File: src/shared/dcr1_pkg.sv
package dcr1_pkg;
    localparam logic [4:0]  DCR1_ADDR_CONTROL_FUNCTION_ONE = 5'h00;
    localparam logic [4:0]  DCR1_ADDR_UNUSED               = 5'h05;
    localparam logic [4:0]  DCR1_ADDR_LAST                 = 5'h10;
    localparam int          DCR1_CFO_BYTES                 = 4;
    localparam logic [31:0] DCR1_CFO_RESET                 = 32'h0000_0000;
    localparam int          DCR1_BIT_MODULUS               = 28;
    localparam int          DCR1_BIT_INT_PROFILE           = 27;
    localparam int          DCR1_BIT_PIPE_UNMATCHED        = 26;
    localparam int          DCR1_BIT_LSB_FIRST             = 23;
    localparam int          DCR1_PROF_HI                   = 22;
    localparam int          DCR1_PROF_LO                   = 20;
    localparam int          DCR1_BIT_SYNC_DISABLE          = 19;
    localparam int          DCR1_BIT_DIRECT_SWITCH         = 16;
    localparam int          DCR1_BIT_CLR_AUX               = 15;
    localparam int          DCR1_BIT_CLR_PHASE             = 14;
    localparam logic [31:0] DCR1_OPEN_MASK                 = 32'hE306_0000;
endpackage

File: src/rtl/dcr1_control.sv
// What this block does
// - Decode addresses 0x00 to 0x10, skip 0x05.
// - Staged writes move on update strobe.
// - Control register at 0x00, 32 bits.
// - Bit 0 is least significant bit.
// - Bit 28 selects sweep or modulus.
// - Bit 27 chooses internal profile, else pins in serial mode, else 000.
// - Bits 22:20 internal profile, default 000.
// - Bit 26 unmatches pipeline latencies.
// - Bit 23 selects serial bit order.
// - Bit 19 holds sync clock low, undriven.
// - Bit 16 enables direct switch mode.
// - Bit 15 holds auxiliary accumulator reset.
// - Aux clear aligns to update, sync edge.
// - Bit 14 holds phase accumulator reset.
`timescale 1ns/10ps
module dcr1_control
    import dcr1_pkg::*;
(
    input  wire logic        clk,
    input  wire logic        resetn,
    input  wire logic [4:0]  reg_addr,
    input  wire logic        reg_wr,
    input  wire logic [31:0] reg_wdata,
    input  wire logic        reg_rd,
    output logic      [31:0] reg_rdata,
    output logic             reg_addr_valid,
    input  wire logic        io_update,
    input  wire logic [2:0]  profile_pins,
    input  wire logic        serial_mode,
    output logic      [2:0]  active_profile,
    output logic             aux_modulus,
    output logic             pipe_unmatched,
    output logic             lsb_first,
    output logic             direct_switch,
    output logic             aux_acc_clear,
    output logic             phase_acc_clear,
    output logic             sync_clk_out,
    output logic             sync_clk_oe
);
    // Addresses 0x01 to 0x10 other than 0x05 answer as valid but hold zero.
    function automatic logic addr_ok(input logic [4:0] a);
        addr_ok = (a <= DCR1_ADDR_LAST) && (a != DCR1_ADDR_UNUSED);
    endfunction

    logic [31:0] stage_reg, stage_next;
    logic [31:0] live_reg, live_next;
    logic [31:0] rdata_reg, rdata_next;
    logic [1:0]  upd_s_reg, upd_s_next;
    logic [2:0]  pin_s1_reg, pin_s1_next, pin_s2_reg, pin_s2_next;
    logic        upd_d_reg, upd_d_next;
    logic        sync_reg, sync_next;
    logic        clr_pend_reg, clr_pend_next;
    logic        aux_clr_reg, aux_clr_next;
    logic [2:0]  prof_d_reg, prof_d_next;
    logic        upd_pulse;
    logic        prof_change;

    assign upd_pulse = upd_s_reg[1] && !upd_d_reg;

    always_comb begin
        upd_s_next  = {upd_s_reg[0], io_update};
        upd_d_next  = upd_s_reg[1];
        pin_s1_next = profile_pins;
        pin_s2_next = pin_s1_reg;
        stage_next  = stage_reg;
        live_next   = live_reg;
        rdata_next  = rdata_reg;
        // Writes to the unused address fall through untouched.
        if (reg_wr && reg_addr == DCR1_ADDR_CONTROL_FUNCTION_ONE) begin
            // Open bits are stored as the host wrote them.
            stage_next = reg_wdata;
        end
        if (upd_pulse) begin
            live_next = stage_reg;
        end
        if (reg_rd) begin
            if (reg_addr == DCR1_ADDR_CONTROL_FUNCTION_ONE) begin
                rdata_next = stage_reg;
            end else begin
                rdata_next = 32'h0000_0000;
            end
        end
    end

    // Selected profile, pins only honoured in serial mode.
    always_comb begin
        if (live_reg[DCR1_BIT_INT_PROFILE]) begin
            active_profile = live_reg[DCR1_PROF_HI:DCR1_PROF_LO];
        end else if (serial_mode) begin
            active_profile = pin_s2_reg;
        end else begin
            active_profile = 3'h0;
        end
    end

    assign prof_change = (active_profile != prof_d_reg);

    // Sync clock is clk divided by two; the aux clear only moves on its
    // rising edge after an update or profile change, so software cannot
    // glitch the accumulator mid-cycle.
    always_comb begin
        sync_next     = !sync_reg;
        prof_d_next   = active_profile;
        clr_pend_next = clr_pend_reg;
        aux_clr_next  = aux_clr_reg;
        if (upd_pulse || prof_change) begin
            clr_pend_next = 1'b1;
        end else if (clr_pend_reg && !sync_reg) begin
            clr_pend_next = 1'b0;
        end
        if (clr_pend_reg && !sync_reg) begin
            aux_clr_next = live_reg[DCR1_BIT_CLR_AUX];
        end
    end

    always_ff @(posedge clk or negedge resetn) begin
        if (!resetn) begin
            stage_reg    <= DCR1_CFO_RESET;
            live_reg     <= DCR1_CFO_RESET;
            rdata_reg    <= 32'h0000_0000;
            upd_s_reg    <= 2'h0;
            upd_d_reg    <= 1'b0;
            pin_s1_reg   <= 3'h0;
            pin_s2_reg   <= 3'h0;
            sync_reg     <= 1'b0;
            clr_pend_reg <= 1'b0;
            aux_clr_reg  <= 1'b0;
            prof_d_reg   <= 3'h0;
        end else begin
            stage_reg    <= stage_next;
            live_reg     <= live_next;
            rdata_reg    <= rdata_next;
            upd_s_reg    <= upd_s_next;
            upd_d_reg    <= upd_d_next;
            pin_s1_reg   <= pin_s1_next;
            pin_s2_reg   <= pin_s2_next;
            sync_reg     <= sync_next;
            clr_pend_reg <= clr_pend_next;
            aux_clr_reg  <= aux_clr_next;
            prof_d_reg   <= prof_d_next;
        end
    end

    assign reg_rdata       = rdata_reg;
    assign reg_addr_valid  = addr_ok(reg_addr);
    assign aux_modulus     = live_reg[DCR1_BIT_MODULUS];
    assign pipe_unmatched  = live_reg[DCR1_BIT_PIPE_UNMATCHED];
    // Order takes effect after update; the serial shifter reads it.
    assign lsb_first       = live_reg[DCR1_BIT_LSB_FIRST];
    assign direct_switch   = live_reg[DCR1_BIT_DIRECT_SWITCH];
    assign aux_acc_clear   = aux_clr_reg;
    assign phase_acc_clear = live_reg[DCR1_BIT_CLR_PHASE];
    assign sync_clk_out    = sync_reg && !live_reg[DCR1_BIT_SYNC_DISABLE];
    assign sync_clk_oe     = !live_reg[DCR1_BIT_SYNC_DISABLE];
endmodule

File: config.mk
export PLATFORM = sky130hd
export DESIGN_NAME = dcr1_control
export DESIGN_NICKNAME = d
export VERILOG_FILES = /design/src/shared/dcr1_pkg.sv /design/src/rtl/dcr1_control.sv
export SDC_FILE = /design/constraint.sdc
export NUM_CORES = 1
export LEC_CHECK = 0
export BUFFER_PORTS_ARGS = -buffer_cell sky130_fd_sc_hd__clkbuf_2
export CORE_MARGIN = 2
export CORE_UTILIZATION = 47
export DETAILED_ROUTE_END_ITERATION = 7
export PLACE_DENSITY = 0.75
export SLEW_MARGIN = 20
export SYNTH_ARGS = -nofsm -noshare
export SYNTH_HDL_FRONTEND = slang
export SYNTH_SLANG_ARGS = --single-unit
File: constraint.sdc
create_clock -name clk -period 1.22 [get_ports clk]
set_input_delay 0.061 -clock clk [delete_from_list [all_inputs] [get_ports clk]]
set_output_delay 0.061 -clock clk [all_outputs]
set_load 0.05 [all_outputs]
Word level (Yosys, flattened, before mapping)
Cells that the tools add are included.
- bits in registers: 108
- bits in latches: 0
- bits in writable memories: 0
- memory bits (read-only): 0
- output and inout port bits: 44
- memories kept: 0
- add/sub/neg operators: 0
- $mul: 0
- div/mod/pow operators: 0
- $lt $le $gt $ge: 1
- equal/unequal tests: 2
- shift-type cells: 0
- mux-type cells: 5
- bitwise logic cells: 0
- reduce and logical (&&, ||, !) cells: 11
- operators with widths (operator ; count):
    $mux 32 ; 1
    $mux 3 ; 2
    $le 5x5->1 const B ; 1
    $logic_and 1x1->1 ; 5
    $logic_not 5->1 ; 1
    $ne 5x3->1 const B ; 1
    $logic_not 1->1 ; 3
    $ne 3x3->1 ; 1
    $mux 1 ; 2
    $reduce_bool 2->1 ; 1
    $logic_or 1x1->1 ; 1

Longest topological paths before layout
- depth after elaboration: 5
- depth in mapped cells: 5

Worst setup path before layout
Ideal clock, no wire load.
- kind: register -> register
- start: register live_reg[27]
- end: register prof_d_reg[1]
- setup time: 0.248 ns
- arrival time: 1.578 ns
- slack: -0.606 ns
- stages on the path, launching flop included: 2
- period minus slack after synthesis: 1.826 ns
- cells stage by stage: dfrtp_1 o21ai_0
- longest elaborated chain between the ends: 1
- ends and longest elaborated chain (item ; RTL line ; RTL):
    from (decl) ; dcr1_control.sv:47 ; logic [31:0] live_reg, live_next;
    from (signal assigned) ; dcr1_control.sv:132 ; live_reg <= live_next;
    $mux 3 ; dcr1_control.sv:88 ; if (live_reg[DCR1_BIT_INT_PROFILE]) begin
    net active_profile[1] ; dcr1_control.sv:31 ; output logic [2:0] active_profile,
    to (signal assigned) ; dcr1_control.sv:141 ; prof_d_reg <= prof_d_next;
    to (decl) ; dcr1_control.sv:55 ; logic [2:0] prof_d_reg, prof_d_next;
The timed path passes the listed nets, and every way through them passes these cells.
A chain may end at the register's enable or synchronous reset.

Worst setup path after layout
- start: register live_reg[27]
- end: output active_profile[2]
- longest elaborated chain between the ends: 1
- ends and longest elaborated chain (item ; RTL line):
    $mux 3 ; dcr1_control.sv:88
    to (decl) ; dcr1_control.sv:31
Every way passes these cells.

==> impl_metrics.toml <==
[run_status]
status = "finished with violations"
violations = "negative setup slack"

[timing]
maxSlewHeadroom_pct = 68.9
setup_slack_ps = -180
grt_setup_unrepaired = "yes"
slew_violations = 0
hold_viol = 0
post-route-min-period_ps = 1400
tightest_slew_ps = 466
finalCritPeriodShare_pct = 115
fmax_ghz = 0.714
setup_viol = 4
fin_skew_ps = 7.78

[setup_path]
path_max_fanout = 4
critPathLaunchType = "flop"
end_kind = "primary output"
crit_type = "reg2out"
required_ps = 1160
arrival_ps = 1340

[logic_synthesis]
synth_top_area_share_pct = 65.7
synth-edff-count = 0
synth_fp_nets = 257
yosysTopAreaCell = "dfrtp_1"
ys.flop_type = "dfrtp_1"
yosysMostFrequentCell = "dfrtp_1"
synth_warnings = 0
ys_types = 27
postSynthAreaPerCell_um2 = 16.2
synth-seq-cells = 90
synth_common_cells = "dfrtp_1 (90), a22o_1 (34), mux2_4 (30)"
syn_area_mm2 = 0.00343
async_flop_share_pct = 100
synthCells = 211
synth_area_leaders = "dfrtp_1 (66%), mux2_4 (13%), a22o_1 (8.7%)"
yosysSeqAreaShare_pct = 65.7

[flow_run]
drv_cap = 0

[floorplanning]
die_y_um = 89.4
core_area_mm2 = 0.00714
placementRows = 31
die_x_um = 89.4
die_area_mm2 = 0.00799
ios = 90
initial_utilization_pct = 48.0

[drt]
drt-total-wl_um = 7310
ant_nets = 0
drt_iter0_drc = 65
vias_per_cell = 5.00
num_vias = 2302
wire_per_inst_um = 15.9
drc = 0
dr.pass1.iters = 4

[global_route]
antenna_found_initial = 0
met3_usage_pct = 4.16
grt_usage_pct = 19.4
grt_pass1_wl_um = 11600
gr-usage-met1_pct = 25.6
grt.busiest_layer = "met2"
overflow = 0
grt_max_degree = 91
grt_pass1_vias = 2349
grt_util_met2_pct = 31.7

[power_and_ir_drop]
p_per_area_mw_per_mm2 = 1480
vdd_drop_max_mv = 0.706
power_mw = 7.05
p_leak_nw = 2.49

[cells_and_area]
finalNetCount = 402
area_growth_pct = 39.1
n_fill_cell = 544
multi_input_area_mm2 = 0.00112
drive_gt1_share_pct = 48.8
regArea_mm2 = 0.00225
post-route-util_pct = 66.8
diodes = 0

[clock_tree]
cts_inserted_buffers = 9
cts-htree-levels = 3
numClockSinks = 90
cts_tree = "yes"
clkTransAtPathRegs_ps = 80
ctsLongestPathBuffers = 2
clk_root_buffer_cell = "clkbuf_8"
clk_latency_ps = 340

[placement]
gp_congestion = 0.774
io_buffers = 89
hpwl_um = 4380
dpl_worst_slack_ps = -189

[min_path]
hold_path_class = "in2reg"
report_power, final:
| part | internal, mW | leakage, nW | switching [mW] |
|---|---|---|---|
| logic | 0.785 | 1.23 | 0.766 |
| clock network | 0.855 | 0.0838 | 1.03 |
| registers | 3.35 | 1.17 | 0.261 |
| total | 4.99 | 2.49 | 2.06 |
critical path, cell delays in order, from the launching register on:
cell       delay, ps
dfrtp_1          410
nor2b_2           60
a22o_2           250
buf_6            120
clkbuf_16        160
what timing repair did:
| item | CTS | global route |
|---|---|---|
| setup buffers | 3 | 0 |
| resized for setup | 11 | 5 |
| hold buffers | 38 | 0 |
| setup endpoints to repair | 5 | 5 |
| pin swaps | 3 | 1 |
| endpoints found under the hold margin | 127 | 0 |
worst paths after layout:
check	start	endpoint	slack (ps)	depth (start not counted)
max	live_reg[27]$_DFFE_PN0P_	active_profile[2]	-180	4
min	serial_mode	clr_pend_reg$_DFFE_PN0P_	50	3
max reg2reg	live_reg[27]$_DFFE_PN0P_	clr_pend_reg$_DFFE_PN0P_	-100	5
min reg2reg	upd_s_reg[0]$_DFF_PN0_	upd_s_reg[1]$_DFF_PN0_	360	0
max in group asynchronous	resetn	live_reg[19]$_DFFE_PN0P_	550	3
min in group asynchronous	resetn	pin_s2_reg[1]$_DFF_PN0_	290	3
layout make-up:
cell class                 instances  area share (%)
tap                               99            2.60
multi-input combinational        108            23.5
timing repair buffer             144            22.4
inverter                           3           0.236
clock inverter                     5           0.814
clock buffer                      11            3.18
sequential                        90            47.3
per-layer routing:
metal	vias to the layer above	share of wire, %	wire length (um)
li1	1052	-	-
met1	1171	44	3230
met2	71	51	3720
met3	8	3.9	287
met4	0	1.0	74
met5	-	0	0
metrics by stage:
stage	hold WS (ps)	cells	instance area, um2	TNS [ps]
floorplan	-235	211	3430	-2300
global route	54.9	460	4760	-862
CTS	30.4	460	4750	-598
finish	53.6	460	4760	-566
detailed placement	136	403	4110	-9590
global placement	135	403	4110	-7870
cells by family after synthesis:
kind of cell	synth area share, %
XOR/XNOR	0.767
AO/OA/AOI/OAI	10.7
flip-flops	65.7
buffers and inverters	2.19
multiplexers	17.4
AND/OR/NAND/NOR	3.14
cells in the final DEF (no fill, tap or decap), drive strengths merged:
cell type,synthesis,final
a21boi,1,1
nand3,1,1
clkinv,0,1
nand2b,1,1
o21ai,4,4
a211o,1,1
a21oi,2,2
dlygate4sd3,0,38
clkbuf,4,96
mux2,43,43
clkinvlp,0,4
a22o,34,34
nand2,6,6
a31o,1,1
or3,1,1
dfrtp,90,90
nor3,2,2
buf,6,21
or2,1,1
nor2,3,3
xor2,3,3
a22oi,1,1
nor4,1,1
inv,3,3
nor2b,1,1
a21o,1,1
(Power assumes the default switching activity.)
